===== src/verilog/reg_map_pkg.sv =====
/*
 * constants, types and the block window table shared by the register map hub
 * and its field cell; assumes one system clock and one synchronous reset.
 */
// Function
// - reserved locations read zero, ignore writes
// - read-only fields ignore bus writes
// - write-only fields read back all zeros
// - set-on-read field sets when read
// - clear-on-read returns value, then clears
// - written ones clear stored bits
// - written zeros clear stored bits
// - written ones set stored bits
// - written zeros set stored bits
// - processor reaches blocks at base plus offset
// - debug port uses the same decode
// - host reaches blocks only via device bank
// - no hardware path for two-wire hosts
// - host-visible blocks carry logical device numbers
`default_nettype none
package reg_map_pkg;
    // ****************************************
    // widths
    // ****************************************
    localparam int ADDR_W     = 32;          // system address width
    localparam int DATA_W     = 32;          // bus data width
    localparam int LDN_W      = 6;           // logical device number width
    localparam int HOFF_W     = 10;          // host offset width inside a block
    localparam int BOFF_W     = 12;          // offset width given to blocks
    localparam int FIELD_W    = 16;          // implemented bits of a local field
    localparam int NUM_BLOCKS = 14;          // decoded windows
    localparam int LOCAL_REGS = 8;           // local demonstration registers
    localparam int LOCAL_IDX  = 13;          // table slot of the local bank
    localparam int LREG_LSB   = 2;           // word index position in offset
    localparam int LREG_W     = 6;           // word index width in local window

    // ****************************************
    // reset values and fills
    // ****************************************
    localparam logic [DATA_W-1:0]         DATA_ZERO  = 32'h0000_0000;
    localparam logic [FIELD_W-1:0]        FIELD_RST  = 16'h0000;
    localparam logic [FIELD_W-1:0]        FIELD_ONES = 16'hffff;
    localparam logic [DATA_W-FIELD_W-1:0] FIELD_PAD  = 16'h0000;

    // ****************************************
    // field access kinds
    // ****************************************
    typedef enum {
        FK_READ_ONLY, FK_WRITE_ONLY, FK_SET_ON_READ, FK_CLEAR_ON_READ,
        FK_W1_CLEAR, FK_W0_CLEAR, FK_W1_SET, FK_W0_SET
    } field_kind_e;

    // local bank: one field per word, in this order from offset 0h
    localparam field_kind_e LOCAL_KINDS [LOCAL_REGS] = '{
        FK_READ_ONLY, FK_WRITE_ONLY, FK_SET_ON_READ, FK_CLEAR_ON_READ,
        FK_W1_CLEAR, FK_W0_CLEAR, FK_W1_SET, FK_W0_SET};

    // ****************************************
    // carriers
    // ****************************************
    typedef struct packed {
        logic              write;            // 1 write, 0 read
        logic [ADDR_W-1:0] addr;             // byte address
        logic [DATA_W-1:0] wdata;            // write data
    } bus_req_s;

    typedef struct packed {
        logic              err;              // unmapped or refused
        logic [DATA_W-1:0] rdata;            // read data
    } bus_rsp_s;

    typedef struct packed {
        logic              write;            // 1 write, 0 read
        logic [LDN_W-1:0]  ldn;              // logical device number
        logic [HOFF_W-1:0] offset;           // byte offset in the block
        logic [DATA_W-1:0] wdata;            // write data
    } host_req_s;

    typedef struct packed {
        logic              write;            // write strobe
        logic              read;             // read strobe
        logic [BOFF_W-1:0] offset;           // byte offset in the window
        logic [DATA_W-1:0] wdata;            // write data
    } blk_acc_s;

    typedef struct packed {
        logic [ADDR_W-1:0] base;             // window base
        logic [ADDR_W-1:0] mask;             // window size minus one
        logic              has_ldn;          // host visible
        logic [LDN_W-1:0]  ldn;              // logical device number
    } win_s;

    // ****************************************
    // block windows
    // ****************************************
    localparam win_s WIN_TABLE [NUM_BLOCKS] = '{
        '{32'h4000_0400, 32'h0000_03ff, 1'b0, 6'h00},   // watchdog
        '{32'h4000_0c00, 32'h0000_001f, 1'b0, 6'h00},   // basic timer 16 0
        '{32'h4000_0c20, 32'h0000_001f, 1'b0, 6'h00},   // basic timer 16 1
        '{32'h4000_5800, 32'h0000_000f, 1'b0, 6'h00},   // pwm 0
        '{32'h4000_6000, 32'h0000_000f, 1'b0, 6'h00},   // tach 0
        '{32'h4008_0000, 32'h0000_00ff, 1'b0, 6'h00},   // debug port block
        '{32'h4008_0100, 32'h0000_00ff, 1'b0, 6'h00},   // power, clocks, resets
        '{32'h4008_1000, 32'h0000_03ff, 1'b0, 6'h00},   // gpio
        '{32'h400f_0000, 32'h0000_03ff, 1'b1, 6'h00},   // mailbox
        '{32'h400f_0400, 32'h0000_03ff, 1'b1, 6'h01},   // keyboard controller
        '{32'h400f_0800, 32'h0000_03ff, 1'b1, 6'h02},   // acpi ec 0
        '{32'h400f_2400, 32'h0000_03ff, 1'b1, 6'h09},   // uart 0
        '{32'h400f_2800, 32'h0000_03ff, 1'b1, 6'h0a},   // uart 1
        '{32'h400f_ff00, 32'h0000_00ff, 1'b1, 6'h3f}};  // global config (local)
endpackage
`default_nettype wire


===== src/verilog/reg_map_hub.sv =====
/*
 * system register access hub: arbitrates the processor, the debug scan port
 * and the host bridge, decodes the block windows, strobes the selected block
 * and holds a local bank that shows every field access kind. assumes blocks
 * answer reads combinationally in the cycle their select is high.
 */
`timescale 1ns/1ps
`default_nettype none
module reg_map_hub (
    input  wire logic                                         core_clk,
    input  wire logic                                         rst_n,
    input  wire logic                                         proc_valid,
    output logic                                              proc_ready,
    input  wire reg_map_pkg::bus_req_s                        proc_req,
    output logic                                              proc_ack,
    output reg_map_pkg::bus_rsp_s                             proc_rsp,
    input  wire logic                                         dbg_valid,
    output logic                                              dbg_ready,
    input  wire reg_map_pkg::bus_req_s                        dbg_req,
    output logic                                              dbg_ack,
    output reg_map_pkg::bus_rsp_s                             dbg_rsp,
    input  wire logic                                         host_valid,
    output logic                                              host_ready,
    input  wire reg_map_pkg::host_req_s                       host_req,
    output logic                                              host_ack,
    output reg_map_pkg::bus_rsp_s                             host_rsp,
    output logic      [reg_map_pkg::NUM_BLOCKS-1:0]           blk_sel,
    output reg_map_pkg::blk_acc_s                             blk_acc,
    input  wire logic [reg_map_pkg::NUM_BLOCKS-1:0][31:0]     blk_rdata,
    input  wire logic [reg_map_pkg::LOCAL_REGS-1:0][15:0]     loc_hw_set,
    input  wire logic [reg_map_pkg::LOCAL_REGS-1:0][15:0]     loc_hw_clr,
    output logic      [reg_map_pkg::LOCAL_REGS-1:0][15:0]     loc_q
);
    import reg_map_pkg::*;

    // ****************************************
    // functions
    // ****************************************
    // one-hot window hit for a byte address; windows never overlap
    function automatic logic [NUM_BLOCKS-1:0] win_hit(input logic [ADDR_W-1:0] a);
        logic [NUM_BLOCKS-1:0] h;
        h = '0;
        for (int i = 0; i < NUM_BLOCKS; i++) begin
            h[i] = ((a & ~WIN_TABLE[i].mask) == WIN_TABLE[i].base);
        end
        return h;
    endfunction

    // base address of the block owning a logical device number, top bit = hit
    function automatic logic [ADDR_W:0] ldn_base(input logic [LDN_W-1:0] n);
        logic [ADDR_W:0] r;
        r = '0;
        for (int i = 0; i < NUM_BLOCKS; i++) begin
            if (WIN_TABLE[i].has_ldn && WIN_TABLE[i].ldn == n) begin
                r = {1'b1, WIN_TABLE[i].base};
            end
        end
        return r;
    endfunction

    // ****************************************
    // arbitration: processor, then debug, then host
    // ****************************************
    logic grant_proc;                            // processor taken this cycle
    logic grant_dbg;                             // debug port taken
    logic grant_host;                            // host bridge taken
    logic taken;                                 // any request taken

    assign grant_proc = proc_valid;
    assign grant_dbg  = dbg_valid & ~proc_valid;
    assign grant_host = host_valid & ~proc_valid & ~dbg_valid;
    assign taken      = grant_proc | grant_dbg | grant_host;
    assign proc_ready = 1'b1;
    assign dbg_ready  = ~proc_valid;
    assign host_ready = ~proc_valid & ~dbg_valid;

    // ****************************************
    // host translation through the logical device bank
    // ****************************************
    logic [ADDR_W:0]   host_lk;                  // hit flag and block base
    logic [ADDR_W-1:0] host_addr;                // translated system address
    logic              host_miss;                // no block owns this number

    // the host names a device and an offset, never a raw address
    assign host_lk   = ldn_base(host_req.ldn);
    assign host_addr = host_lk[ADDR_W-1:0] | {22'h0, host_req.offset};
    assign host_miss = ~host_lk[ADDR_W];
    // two-wire hosts have no port here: firmware serves them

    // ****************************************
    // current access
    // ****************************************
    logic              cur_write;                // selected master writes
    logic [ADDR_W-1:0] cur_addr;                 // selected address
    logic [DATA_W-1:0] cur_wdata;                // selected write data
    logic              cur_bad;                  // refused before decode

    // debug port shares the processor decode path
    assign cur_write = grant_proc ? proc_req.write :
                       grant_dbg  ? dbg_req.write  : host_req.write;
    assign cur_addr  = grant_proc ? proc_req.addr  :
                       grant_dbg  ? dbg_req.addr   : host_addr;
    assign cur_wdata = grant_proc ? proc_req.wdata :
                       grant_dbg  ? dbg_req.wdata  : host_req.wdata;
    assign cur_bad   = grant_host & host_miss;

    // ****************************************
    // decode and block strobes
    // ****************************************
    logic [NUM_BLOCKS-1:0] hit;                  // window hits of cur_addr
    logic                  mapped;               // some window hit
    logic [ADDR_W-1:0]     win_mask;             // mask of the hit window

    assign hit     = win_hit(cur_addr);
    assign blk_sel = (taken && !cur_bad) ? hit : '0;
    assign mapped  = |blk_sel;

    // offset inside the hit window
    always_comb begin
        win_mask = '0;
        for (int i = 0; i < NUM_BLOCKS; i++) begin
            if (hit[i]) begin
                win_mask = WIN_TABLE[i].mask;
            end
        end
    end

    assign blk_acc.write  = mapped & cur_write;
    assign blk_acc.read   = mapped & ~cur_write;
    assign blk_acc.offset = cur_addr[BOFF_W-1:0] & win_mask[BOFF_W-1:0];
    assign blk_acc.wdata  = cur_wdata;

    // ****************************************
    // local bank of access kinds
    // ****************************************
    logic                              loc_sel;  // local window selected
    logic [LREG_W-1:0]                 loc_idx;  // word index in local window
    logic [LOCAL_REGS-1:0]             loc_wr;   // per field write pulse
    logic [LOCAL_REGS-1:0]             loc_rd;   // per field read pulse
    logic [LOCAL_REGS-1:0][FIELD_W-1:0] loc_rdata; // per field read value
    logic [DATA_W-1:0]                 loc_word; // local read word

    assign loc_sel = blk_sel[LOCAL_IDX];
    assign loc_idx = cur_addr[LREG_LSB +: LREG_W];

    generate
        for (genvar g = 0; g < LOCAL_REGS; g++) begin : g_field
            // strobes only for the word that is addressed
            assign loc_wr[g] = loc_sel & cur_write  & (loc_idx == LREG_W'(g));
            assign loc_rd[g] = loc_sel & ~cur_write & (loc_idx == LREG_W'(g));
            access_field #(
                .KIND (LOCAL_KINDS[g])
            ) u_field (
                .core_clk (core_clk),
                .rst_n    (rst_n),
                .wr       (loc_wr[g]),
                .rd       (loc_rd[g]),
                .wdata    (cur_wdata[FIELD_W-1:0]),
                .hw_set   (loc_hw_set[g]),
                .hw_clr   (loc_hw_clr[g]),
                .q        (loc_q[g]),
                .rdata    (loc_rdata[g])
            );
        end
    endgenerate

    // unused words and the upper bits of each word read zero
    assign loc_word = (loc_idx < LREG_W'(LOCAL_REGS)) ?
                      {FIELD_PAD, loc_rdata[loc_idx[2:0]]} : DATA_ZERO;

    // ****************************************
    // read data selection
    // ****************************************
    logic [DATA_W-1:0] rd_word;                  // data of the hit block

    // one-hot select, so an or-reduction is a mux
    always_comb begin
        rd_word = DATA_ZERO;
        for (int i = 0; i < NUM_BLOCKS; i++) begin
            if (blk_sel[i] && i != LOCAL_IDX) begin
                rd_word = rd_word | blk_rdata[i];
            end
        end
        if (loc_sel) begin
            rd_word = loc_word;
        end
    end

    // ****************************************
    // response registers
    // ****************************************
    bus_rsp_s  rsp_reg;                          // answer of the last access
    bus_rsp_s  rsp_next;                         // answer being formed
    logic [2:0] ack_reg;                         // proc, dbg, host ack
    logic [2:0] ack_next;                        // next ack pulses

    // unmapped or refused accesses answer error with zero data
    assign rsp_next.err   = taken & ~mapped;
    assign rsp_next.rdata = (taken && mapped && !cur_write) ? rd_word : DATA_ZERO;
    assign ack_next       = {grant_host, grant_dbg, grant_proc};

    // answer one cycle after the request is taken
    always_ff @(posedge core_clk) begin
        if (!rst_n) begin
            rsp_reg <= '0;
            ack_reg <= 3'h0;
        end else begin
            rsp_reg <= taken ? rsp_next : rsp_reg;
            ack_reg <= ack_next;
        end
    end

    assign proc_ack = ack_reg[0];
    assign dbg_ack  = ack_reg[1];
    assign host_ack = ack_reg[2];
    assign proc_rsp = rsp_reg;
    assign dbg_rsp  = rsp_reg;
    assign host_rsp = rsp_reg;
endmodule
`default_nettype wire


===== src/verilog/access_field.sv =====
/*
 * one stored register field with a fixed access kind; assumes one-cycle
 * read and write strobes from the hub and hardware set/clear from the block.
 */
`timescale 1ns/1ps
`default_nettype none
module access_field
    import reg_map_pkg::*;
#(
    parameter field_kind_e KIND = FK_READ_ONLY
) (
    input  wire logic                   core_clk,
    input  wire logic                   rst_n,
    input  wire logic                   wr,       // bus write pulse
    input  wire logic                   rd,       // bus read pulse
    input  wire logic [FIELD_W-1:0]     wdata,    // bus write data
    input  wire logic [FIELD_W-1:0]     hw_set,   // status value or set events
    input  wire logic [FIELD_W-1:0]     hw_clr,   // hardware clear events
    output logic      [FIELD_W-1:0]     q,        // stored value
    output logic      [FIELD_W-1:0]     rdata     // value seen by the bus
);
    // ****************************************
    // software set and clear terms
    // ****************************************
    logic [FIELD_W-1:0] q_reg;                    // stored bits
    logic [FIELD_W-1:0] q_next;                   // next stored bits
    logic [FIELD_W-1:0] sw_set;                   // bus driven set
    logic [FIELD_W-1:0] sw_clr;                   // bus driven clear

    assign sw_set = (KIND == FK_SET_ON_READ && rd)  ? FIELD_ONES :
                    (KIND == FK_W1_SET && wr)       ? wdata :
                    (KIND == FK_W0_SET && wr)       ? ~wdata :
                    FIELD_RST;
    assign sw_clr = (KIND == FK_CLEAR_ON_READ && rd) ? FIELD_ONES :
                    (KIND == FK_W1_CLEAR && wr)      ? wdata :
                    (KIND == FK_W0_CLEAR && wr)      ? ~wdata :
                    FIELD_RST;

    // ****************************************
    // next value: any set wins over any clear
    // ****************************************
    assign q_next = (KIND == FK_READ_ONLY)  ? hw_set :
                    (KIND == FK_WRITE_ONLY) ? (wr ? wdata : q_reg) :
                    ((q_reg & ~(sw_clr | hw_clr)) | sw_set | hw_set);

    // stored bits
    always_ff @(posedge core_clk) begin
        if (!rst_n) begin
            q_reg <= FIELD_RST;
        end else begin
            q_reg <= q_next;
        end
    end

    // write-only reads back zero; others show the value before this edge
    assign rdata = (KIND == FK_WRITE_ONLY) ? FIELD_RST : q_reg;
    assign q     = q_reg;
endmodule
`default_nettype wire


===== config.mk =====
export PLATFORM = sky130hd
export DESIGN_NAME = reg_map_hub
export DESIGN_NICKNAME = d
export VERILOG_FILES = /design/src/verilog/reg_map_pkg.sv /design/src/verilog/reg_map_hub.sv /design/src/verilog/access_field.sv
export SDC_FILE = /design/constraint.sdc
export NUM_CORES = 1
export LEC_CHECK = 0
export BUFFER_PORTS_ARGS = -buffer_cell sky130_fd_sc_hd__buf_2
export CORE_AREA = 2 2 459 461
export CTS_BUF_LIST = sky130_fd_sc_hd__clkbuf_2
export CTS_CLUSTER_SIZE = 40
export DETAILED_ROUTE_END_ITERATION = 10
export DIE_AREA = 0 0 461 463
export SLEW_MARGIN = 10
export SYNTH_ARGS = -nofsm -noshare
export SYNTH_HDL_FRONTEND = slang
export SYNTH_SLANG_ARGS = --single-unit

===== constraint.sdc =====
create_clock -name core_clk -period 2.7 [get_ports core_clk]
set_clock_uncertainty 0.05 [all_clocks]
set_input_delay 0.135 -clock core_clk [delete_from_list [all_inputs] [get_ports core_clk]]
set_output_delay 0.135 -clock core_clk [all_outputs]
set_load 0.03 [all_outputs]

==> results.md, run 1 <==
- The run stopped with a tool error.
- Progress stopped at clock tree synthesis.
- The first error in the log reads "[ERROR RSZ-0060] Max buffer count reached".
- The total number of placement rows is 168.
- In this run the count of I/O pins placed on the die edge is around 1200.
- From left edge to right edge, the die measures between 400 and 500 um.
- After clock tree synthesis, the flow added hold-fix buffers numbering 1169.
- The synthesized netlist occupies a cell area of 0.01233 mm2.
- The count of unique library cells instantiated by Yosys is 85.
- The count of flip-flops with a built-in enable after synthesis is 0.
- Of the synthesized area, sequential elements account for 0.2662.
- The cell at the root of the clock tree is clkbuf_2.
- Detailed placement ended at an HPWL of 181800 um.
- Sorting the synthesized cells by area gives the leading types as dfxtp_1 (27%), a21oi_1 (6.2%), a22oi_1 (5.7%), nand2_1 (5.4%), nor2_1 (4.4%).
- For this run, the leading register cell type out of synthesis is dfxtp_1.
- From bottom edge to top edge, the die measures 463 um.
- Once the clock tree was built, the resizer swapped roughly 220 gates to a different size.
- The synthesized instance count is 1644.
- The buffer count from post-CTS setup fixing is 39.
- The count of input and output buffers is 1097.
- Of the post-synthesis cell area, the dominant cell type holds 0.2662.
- The async set-reset flop share out of synthesis is 0.
- The number of register bits inferred by synthesis is approximately 160.
- Counting the buffers created by CTS gives 17.
- The level count of the clock H-tree is 4.
- The last weighted congestion value of the routability-driven placer is 1.008.
- Of all cell types, the one taking the most synthesized area is dfxtp_1.
- A synthesized cell averages 7.502 um2.
- For this configuration, the core starts out at a cell density of 0.05915.
- Yosys printed 0 warnings.
- The maximum buffer depth of the clock tree is 2.
- Counting every sink on the clock net gives 164.
synth_stat cells (4+ instances only):
master and number:
a2111oi_0 7, a211oi_1 21, a21oi_1 152, a221o_1 7
a221oi_1 31, a221oi_2 10, a222oi_1 11, a22o_1 26
a22oi_1 93, a31oi_1 23, a32o_1 6, and2_1 30
and3_1 17, buf_1 13, buf_2 47, buf_4 71
clkbuf_1 53, dfxtp_1 164, inv_1 84, mux2_2 5
mux2i_1 52, mux4_2 16, nand2_1 178, nand2b_1 6
nand3_1 44, nand4_1 15, nor2_1 144, nor2b_1 22
nor3_1 16, nor3_2 7, nor3b_1 19, nor4_1 11
o211ai_1 8, o21a_1 10, o21ai_0 78, o21ai_1 16
o21bai_1 4, o221a_2 9, o22ai_1 39, or4_1 4
per-stage QoR:
| step | area, um2 | utilization | cells | setup WS (ns) |
|---|---|---|---|---|
| 3_3_place_gp | 24480 | 0.1174 | 5775 | -1.377 |
| 2_1_floorplan | 12490 | - | 1645 | -0.03005 |
| 3_5_place_dp | 24480 | 0.1174 | 5775 | -1.399 |
kinds of logic after synthesis:
kind of cell / share of synthesized area
buf+inv: 0.1123
compound gates: 0.3223
mux: 0.07903
other cells: 0.0006089
flops: 0.2662
simple gates: 0.2195
==> inputs of run 2 (changes only) <==
--- a/config.mk
+++ b/config.mk
@@ -6,11 +6,10 @@
 export NUM_CORES = 1
 export LEC_CHECK = 0
 export BUFFER_PORTS_ARGS = -buffer_cell sky130_fd_sc_hd__buf_2
-export CORE_AREA = 2 2 459 461
-export CTS_BUF_LIST = sky130_fd_sc_hd__clkbuf_2
-export CTS_CLUSTER_SIZE = 40
+export CORE_AREA = 2 2 464 466
 export DETAILED_ROUTE_END_ITERATION = 10
-export DIE_AREA = 0 0 461 463
+export DIE_AREA = 0 0 466 468
+export PLACE_DENSITY_LB_ADDON = 0.15
 export SLEW_MARGIN = 10
 export SYNTH_ARGS = -nofsm -noshare
 export SYNTH_HDL_FRONTEND = slang
==> constraint.sdc (replaced) <==
create_clock -name core_clk -period 3.5 [get_ports core_clk]
set_clock_uncertainty 0.05 [all_clocks]
set_input_delay 0.175 -clock core_clk [delete_from_list [all_inputs] [get_ports core_clk]]
set_output_delay 0.175 -clock core_clk [all_outputs]
set_load 0.03 [all_outputs]
==> run 2 against run 1 <==
  * The run now ends clean
  * Synthesized area is the same
  * Synthesized cell count did not move
==> results.md, run 2 <==
- The cell family with the largest share of critical-path delay is buffers and inverters.
- In the synthesized netlist the dominant register cell turns out to be dfxtp_1.
- The final count of hold timing violations is 0.
- The capture endpoint of the worst hold path is dbg_rsp[15]$_SDFFE_PN0P_.
- TritonCTS built the clock tree.
- The maximum buffer depth of the clock tree came to 2 (unchanged).
- The largest total area in the synthesized netlist belongs to dfxtp_1.
- Of the available clock period, the critical path in the final layout requires 0.9915.
- By instance count, the leading cell after synthesis is nand2_1.
- The post-synthesis instance area is 0.01233 mm2 (unchanged).
- The routed layout has 19960 vias.
- After synthesis, the most frequently instantiated cells are nand2_1 (178), dfxtp_1 (164), a21oi_1 (152), nor2_1 (144), a22oi_1 (93).
- The share of cells above drive strength 1 is 0.4978.
- The async set-reset flop share out of synthesis is 0 (unchanged).
- The initial antenna violation count is 44.
- Summed over all layers, the global routing overflow is 0.
- The buffer and inverter count on the worst path is 7.
- The synthesized instance count was 1644 (unchanged).
- The total I/O pin count was 1181 (unchanged).
- The logic depth of the worst register-to-register path is 9.
- The synthesized area divided by synthesized cell count was 7.502 um2 (unchanged).
- The count of unique library cells instantiated by Yosys is 85 (unchanged).
- The insertion delay to the later sink of the worst-skew pair is about 0.55 ns.
- The slowest stage of the critical path is the or4_4 cell.
- The worst-case vdd ir drop is roughly 0.41 mV.
- The flip-flop count of the largest register after layout is 128.
- The largest fanout of any net on the critical path is 16.
- The last weighted congestion value of the routability-driven placer came to 0.8753 (-13%).
- The DRC violation count after routing is 0.
- Across all register-to-register paths, the minimum setup slack is 1.01 ns.
- The count of input and output buffers is 1097 (unchanged).
- The power after layout is between 6000 and 7000 uW.
- Based on the critical path, the design can be clocked at up to 288.2 MHz.
- The number of detailed-routing iterations run before antenna repair is 5.
- In this run the power density over the cells is 246.5 mW/mm2.
- The end of the worst register-to-register path is dbg_rsp[0]$_SDFFE_PN0P_.
- The maximum number of pins on one net before global-route repair is 107.
- The placed wire-length estimate is 142400 um (-22%).
- The height of the die was 468 um (+1.1%).
- The worst hold path belongs to the class primary input to register.
- The effective utilization at floorplan was 0.05781 (-0.001337).
- The data arrival time at the worst-slack endpoint is 3.88 ns.
- The chip width is 466 um (+1.1%).
- Subtracting the final worst setup slack from the clock period gives ~3.5 ns.
- The number of sinks on the clock net is 164 (unchanged).
- The number of slew-limit violations in the final report is 0.
- The final worst setup slack is 0.02986 ns.
- After clock tree synthesis, the clock-pin slew on the worst setup and hold paths is 0.07 ns.
- The level count of the clock H-tree came to 4 (unchanged).
- Dividing the detail-routed wire length by the instance count gives 27.13 um.
- The static leakage is 0.01240 uW.
- In the layout the commonest cells are buf_2 (1090), buf_4 (288), dlygate4sd3_1 (282).
- Across all hold checks on the routed design, the worst slack comes to 0.04071 ns.
- The worst slack after detailed placement came to -0.8557 ns (+0.5432 ns).
- The library cell used most frequently in the layout, excluding fill and tap cells, is buf_2.
- The maximum cell stage delay along the critical path is 0.54 ns.
- The number of buffers added by the clock tree synthesis step came to 17 (unchanged).
- After detailed routing, the total wire length is 164600 um.
- The cell at the root of the clock tree is clkbuf_16.
- By area the synthesized netlist is led by dfxtp_1 (27%), a21oi_1 (6.2%), a22oi_1 (5.7%), nand2_1 (5.4%), nor2_1 (4.4%).
- The hold path depth is 3.
- The sequential element share of the synthesized area is 0.2662 (unchanged).
- The global-route usage over all layers is 0.1443.
- The area of the die is 0.2181 mm2.
- The max-capacitance violation count is 0.
- Counting stages on the worst path, the most repeated cell is buf_4.
- The total number of placement rows is 170 (+1.2%).
- After routing the design area is 0.02746 mm2.
- The number of register bits inferred by synthesis is 164 (unchanged).
- The placeable core area is 0.2133 mm2.
- Headroom to the max-slew limit came out at 0.3984.
- The origin of the worst min-delay path is blk_rdata[399].
- STA classifies the critical path startpoint as a primary input.
- The proportion of netlist area held by the largest area contributor is 0.2662 (unchanged).
- The worst setup path is of the primary input to register kind.
- The final layout contains 4083 nets.
- The launch point of the worst reg-to-reg path is g_field[6].u_field.q[0]$_SDFF_PN0_.
- The number of global-route vias before repair is ~21000.
- For the worst setup path, the data required time is about 3.9 ns.
- The number of antenna-violating nets in the routed design is 0.
- The transition time at the pin with the least slew margin is between 0.8 and 0.9 ns.
- Setup repair after global routing could not meet its margin everywhere.
- The first-pass GRT wire length is 207000 um.
- The Yosys warning count was 0 (unchanged).
- Traced cell by cell, the critical path runs through buf_2 -> or4_4 -> buf_4 -> nor4_1 -> buf_4 -> o31a_1 -> and3_1 -> nand2_2 -> buf_4 -> nor2_4 -> buf_12 -> buf_4 -> a22oi_1 -> nand2_1 -> o221a_2 -> dlygate4sd3_1.
- The area after detailed placement is 0.02363 mm2 (-3.4%).
- The flow ran to the end, and the final reports show no timing, DRC or antenna violations.
- The number of DRC violations after detailed-routing iteration 0 is roughly 1100.
- The total setup violations reported at the end of the flow is 0.
- The count of flip-flops with a built-in enable after synthesis is 0 (unchanged).
- The worst setup path is captured at a register.
- The area growth from synthesis to layout is 122.6%.
- The via density per instance is 3.291.
## run 2: cell counts after synthesis
Identical to the previous run, type by type.
## run 2: metrics by stage
| step | TNS, ns | cells | util |
|---|---|---|---|
| after floorplan | 0 | 1645 | - |
| after global placement | -124.43 | 5723 | 0.1107 |
| after detailed placement | -46.97 | 5724 | 0.1108 |
| after CTS | 0 | 6039 | 0.1275 |
| after global routing | -0.01224 | 6058 | 0.1286 |
| final | 0 | 6065 | 0.1287 |
## run 2: kinds of logic (layout without fill, tap and decap cells)
kind of cell,after synthesis,count (layout),share of synthesized area
AO/OA/AOI/OAI,581,581,0.3223
buffers and inverters,276,1839,0.1123
flip-flops,164,164,0.2662
multiplexers,75,75,0.07903
other,2,22,0.0006089
AND/OR/NAND/NOR,546,546,0.2195
## run 2: layout make-up
type                    instances  area (um2)
repair buffers               1718       11590
well taps                    2838        3551
inverters                      89       340.3
multi-input cells            1205        8023
flip-flops and latches        164        3283
clock inverters                10       138.9
fillers                     24850      185900
clock buffers                  22       484.2
diodes                         19       47.55
## run 2: layer usage
metal,up-vias,share of wire,wire (um),GRT usage
li1,9161,-,-,-
met1,9701,0.39,64280,0.1598
met2,944,0.53,87070,0.2734
met3,134,0.050,8176,0.02661
met4,22,0.030,4877,0.04762
met5,-,0.00085,140,0
## run 2: power by group
part	switching, uW	leakage [uW]	internal (uW)
Sequential	116	0.00136	1950
Combinational	1410	0.0107	1040
Clock	1100	0.000302	1150
## run 2: tightest hold or removal path: stages
cell	delay [ns]
buf_2	0.08
a21oi_1	0.16
a31oi_1	0.15
## run 2: worst max path at each step
stage,from,to,slack (ns),depth (start not counted)
floorplan,dbg_valid,blk_acc[41],0.33,13
global placement,proc_req[52],blk_acc[33],-1.24,12
detailed placement,proc_valid,blk_acc[33],-0.86,14
CTS,proc_req[55],blk_acc[35],0.004,16
global route,proc_req[52],blk_acc[34],-0.01,17
finish,proc_req[58],dbg_rsp[16]$_SDFFE_PN0P_,0.03,16
## run 2: timing repair
action | in CTS | in global routing
cloned | 0 | 1
setup endpoints to repair | 17 | 51
hold buffers | 282 | 0
gates resized for setup | 22 | 26
pin swaps | 5 | 8
endpoints found under the hold margin | 136 | 0
buffers inserted | 1 | 6
Power figures use the tool's default switching activity.
==> inputs of run 3 (changes only) <==
==> constraint.sdc (replaced) <==
create_clock -name core_clk -period 4.3 [get_ports core_clk]
set_clock_uncertainty 0.05 [all_clocks]
set_input_delay 0.215 -clock core_clk [delete_from_list [all_inputs] [get_ports core_clk]]
set_output_delay 0.215 -clock core_clk [all_outputs]
set_load 0.03 [all_outputs]
==> run 3 against run 2 <==
  * Hold slack better by 0.028 ns
  * Via count down 3.2%
  * Critical path depth down 2
  * Global-route usage down 0.45 points
  * Largest cell class unchanged
  * Wire length down 3.1%
  * Count of clock-buffer cells in the layout down 5
==> results.md, run 3 (same netlist as run 2, synthesis figures left out) <==
- The run finished with clean final reports.
- The total vias in the final route is 19320 (-3.2%).
- The worst register-to-register path ends at dbg_rsp[15]$_SDFFE_PN0P_.
- The largest fanout of any net on the critical path is 18 (+2).
- The placed wire-length estimate is 137400 um (-3.5%).
- The number of global-route vias before repair came to 19980 (-4.0%).
- The height of the die was 468 um (unchanged).
- The total setup violations reported at the end of the flow came to 0 (unchanged).
- The DRC violation count after routing was 0 (unchanged).
- The number of antenna-violating nets in the routed design is 0 (unchanged).
- The maximum number of pins on one net before global-route repair is 64 (-40%).
- The worst-case vdd ir drop is 0.3546 mV (-13%).
- The initial antenna violation count is 55 (+25%).
- The remaining global-route overflow came to 0 (unchanged).
- The remaining max-slew budget at the tightest pin is 0.2875 (-0.1110).
- The worst hold path begins at loc_hw_clr[88].
- The fraction of the core area covered by cells at the end of the flow is 0.1192 (-0.009536).
- The area of the die is 0.2181 mm2 (unchanged).
- The area growth from synthesis to layout is 106.1%.
- The number of DRC violations after detailed-routing iteration 0 is 1229 (+16%).
- The global-route usage over all layers came to 0.1398 (-0.004465).
- For hold timing, the worst endpoint is g_field[5].u_field.q[8]$_SDFF_PN0_.
- The static leakage is 0.01139 uW (-8.1%).
- The share of cells above drive strength 1 is 0.4670 (-0.03080).
- The insertion delay to the later sink of the worst-skew pair is 0.55 ns (about the same).
- The data arrival time at the worst-slack endpoint is 4.68 ns (+0.80 ns).
- The leading cell type in the layout, fill and taps excluded is buf_2.
- The post-route fraction of the period consumed by the critical path is 0.9870.
- The post-route minimum period is 4.244 ns.
- The max-capacitance violation count came to 0 (unchanged).
- The clock transition time at the flip-flop clock pins of the worst setup and hold paths is 0.09 ns (+0.02 ns).
- The last weighted congestion value of the routability-driven placer came to 0.8765 (+0.14%).
- The ratio of total power to cell area is 213.8 mW/mm2 (-13%).
- The final net count is 3892 (-4.7%).
- The chip width was 466 um (unchanged).
- The hold path depth is 4 (+1).
- The logic depth of the worst register-to-register path came to 9 (unchanged).
- The wire length reported by the detailed router is 159500 um (-3.1%).
- The via density per instance came to 3.290 (about the same).
- The placed cell count is 5566 (-2.8%).
- The total I/O pin count is 1181 (unchanged).
- The startpoint type of the worst setup path is a primary input.
- The transition time at the pin with the least slew margin is 1.069 ns (+0.1759 ns).
- The count of input and output buffers came to 1097 (unchanged).
- The top achievable clock speed is 235.6 MHz.
- The number of sinks on the clock net is 164 (unchanged).
- The min-delay analysis places its worst path in the category primary input to register.
- The placeable core area is 0.2133 mm2 (unchanged).
- The first-pass GRT wire length came to 200300 um (-3.2%).
- The total number of placement rows is 170 (unchanged).
- The number of buffers added by the clock tree synthesis step is 17 (unchanged).
- The number of slew-limit violations in the final report came to 0 (unchanged).
- The flop-to-flop setup slack came to 1.45 ns (+0.44 ns).
- The average routed wire per standard cell is 27.16 um (about the same).
- The final worst setup slack is 0.05589 ns (+0.02603 ns).
- The minimum hold slack is 0.06854 ns (+0.02783 ns).
- The maximum buffer depth of the clock tree is 2 (unchanged).
- The number of detailed-routing iterations run before antenna repair came to 5 (unchanged).
- The buffer count from post-CTS setup fixing is 0 (-1).
- The cell at the root of the clock tree is clkbuf_16.
- The sort of element at the end of the critical path is a register.
- The level count of the clock H-tree came to 4 (unchanged).
- The worst register-to-register path begins at g_field[2].u_field.q[15]$_SDFF_PN0_.
- The effective utilization at floorplan is 0.05781 (unchanged).
- The required time reported for the critical path endpoint was 4.73 ns (+0.82 ns).
- The category of the most critical setup path is primary input to register.
- The flip-flop count of the largest register after layout is 128 (unchanged).
- The worst slack after detailed placement was 0.07294 ns (+0.9286 ns).
- The library cells used most frequently in the layout, excluding fill and tap cells, are buf_2 (1092), dlygate4sd3_1 (257), nand2_1 (178).
- TritonCTS built the clock tree.
- The final count of hold timing violations is 0 (unchanged).
- The final standard cell count with taps included and fillers excluded is 5873 (-3.2%).
run 3: cell count changes in the layout (fill, tap and decap cells not counted), moves of 4 or more:
| cell | previous run | this run |
|---|---|---|
| dlygate4sd3_1 | 282 | 257 |
| nor3_1 | 8 | 13 |
| nor4_1 | 6 | 10 |
| buf_4 | 288 | 150 |
| clkbuf_8 | 4 | 0 |
| nor3_2 | 10 | 6 |
| buf_12 | 55 | 27 |
run 3: timing repair:
item                       4_1_cts  5_1_grt
hold buffers                   257        0
hold endpoints to repair       137        0
resized for setup                0        4
setup endpoints to repair        0        3
run 3: worst max-delay path by stage:
stage | start | end | slack [ns] | depth (start not counted)
floorplan | dbg_valid | blk_acc[41] | 1.05 | 13
finish | dbg_valid | dbg_rsp[30]$_SDFFE_PN0P_ | 0.06 | 14
global placement | proc_req[52] | blk_acc[33] | -0.59 | 13
global route | dbg_valid | dbg_rsp[11]$_SDFFE_PN0P_ | -0.004 | 15
CTS | proc_valid | dbg_rsp[11]$_SDFFE_PN0P_ | 0.14 | 16
detailed placement | proc_valid | dbg_rsp[6]$_SDFFE_PN0P_ | 0.07 | 13
run 3: power breakdown:
part | switching (uW) | internal [uW]
Combinational | 1100 | 754
Sequential | 93.8 | 1590
Clock | 956 | 941
run 3: stage by stage:
| step | cell area (um2) | power, uW | setup TNS, ns |
|---|---|---|---|
| 4_1_cts | 25360 | 5620 | 0 |
| 6_report | 25420 | 5434 | 0 |
| 5_1_grt | 25400 | 5722 | -0.004153 |
| 2_1_floorplan | 12340 | 2328 | 0 |
| 3_5_place_dp | 22150 | 3428 | 0 |
| 3_3_place_gp | 22140 | 3433 | -17.02 |
run 3: critical path: stages:
cell and delay [ns]:
buf_4 0.17, buf_4 0.22, and3b_1 0.21, a221o_1 0.36
a211oi_1 0.56, nor4bb_2 0.53, and2_2 0.45, buf_12 0.25
buf_4 0.21, a22oi_1 0.07, nand4_1 0.09, dlygate4sd3_1 0.56
o221a_2 0.18, dlygate4sd3_1 0.54
run 3: cell type report:
class,instances,area [um2]
clock buffer,17,425.4
sequential,164,3283
timing repair buffer,1527,9716
antenna,18,45.04
clock inverter,15,210.2
inverter,89,340.3
tap,2838,3551
fill,25070,187900
multi-input combinational,1205,7851
run 3: routing by layer:
| layer | wire, um | vias to the layer above | share of wire | GRT usage |
|---|---|---|---|---|
| met2 | 84040 | 956 | 0.53 | 0.2653 |
| met5 | 175 | - | 0.0011 | 0 |
| met4 | 4327 | 28 | 0.027 | 0.03921 |
| met1 | 61750 | 9411 | 0.39 | 0.1530 |
| li1 | - | 8790 | - | - |
| met3 | 9194 | 139 | 0.058 | 0.03258 |
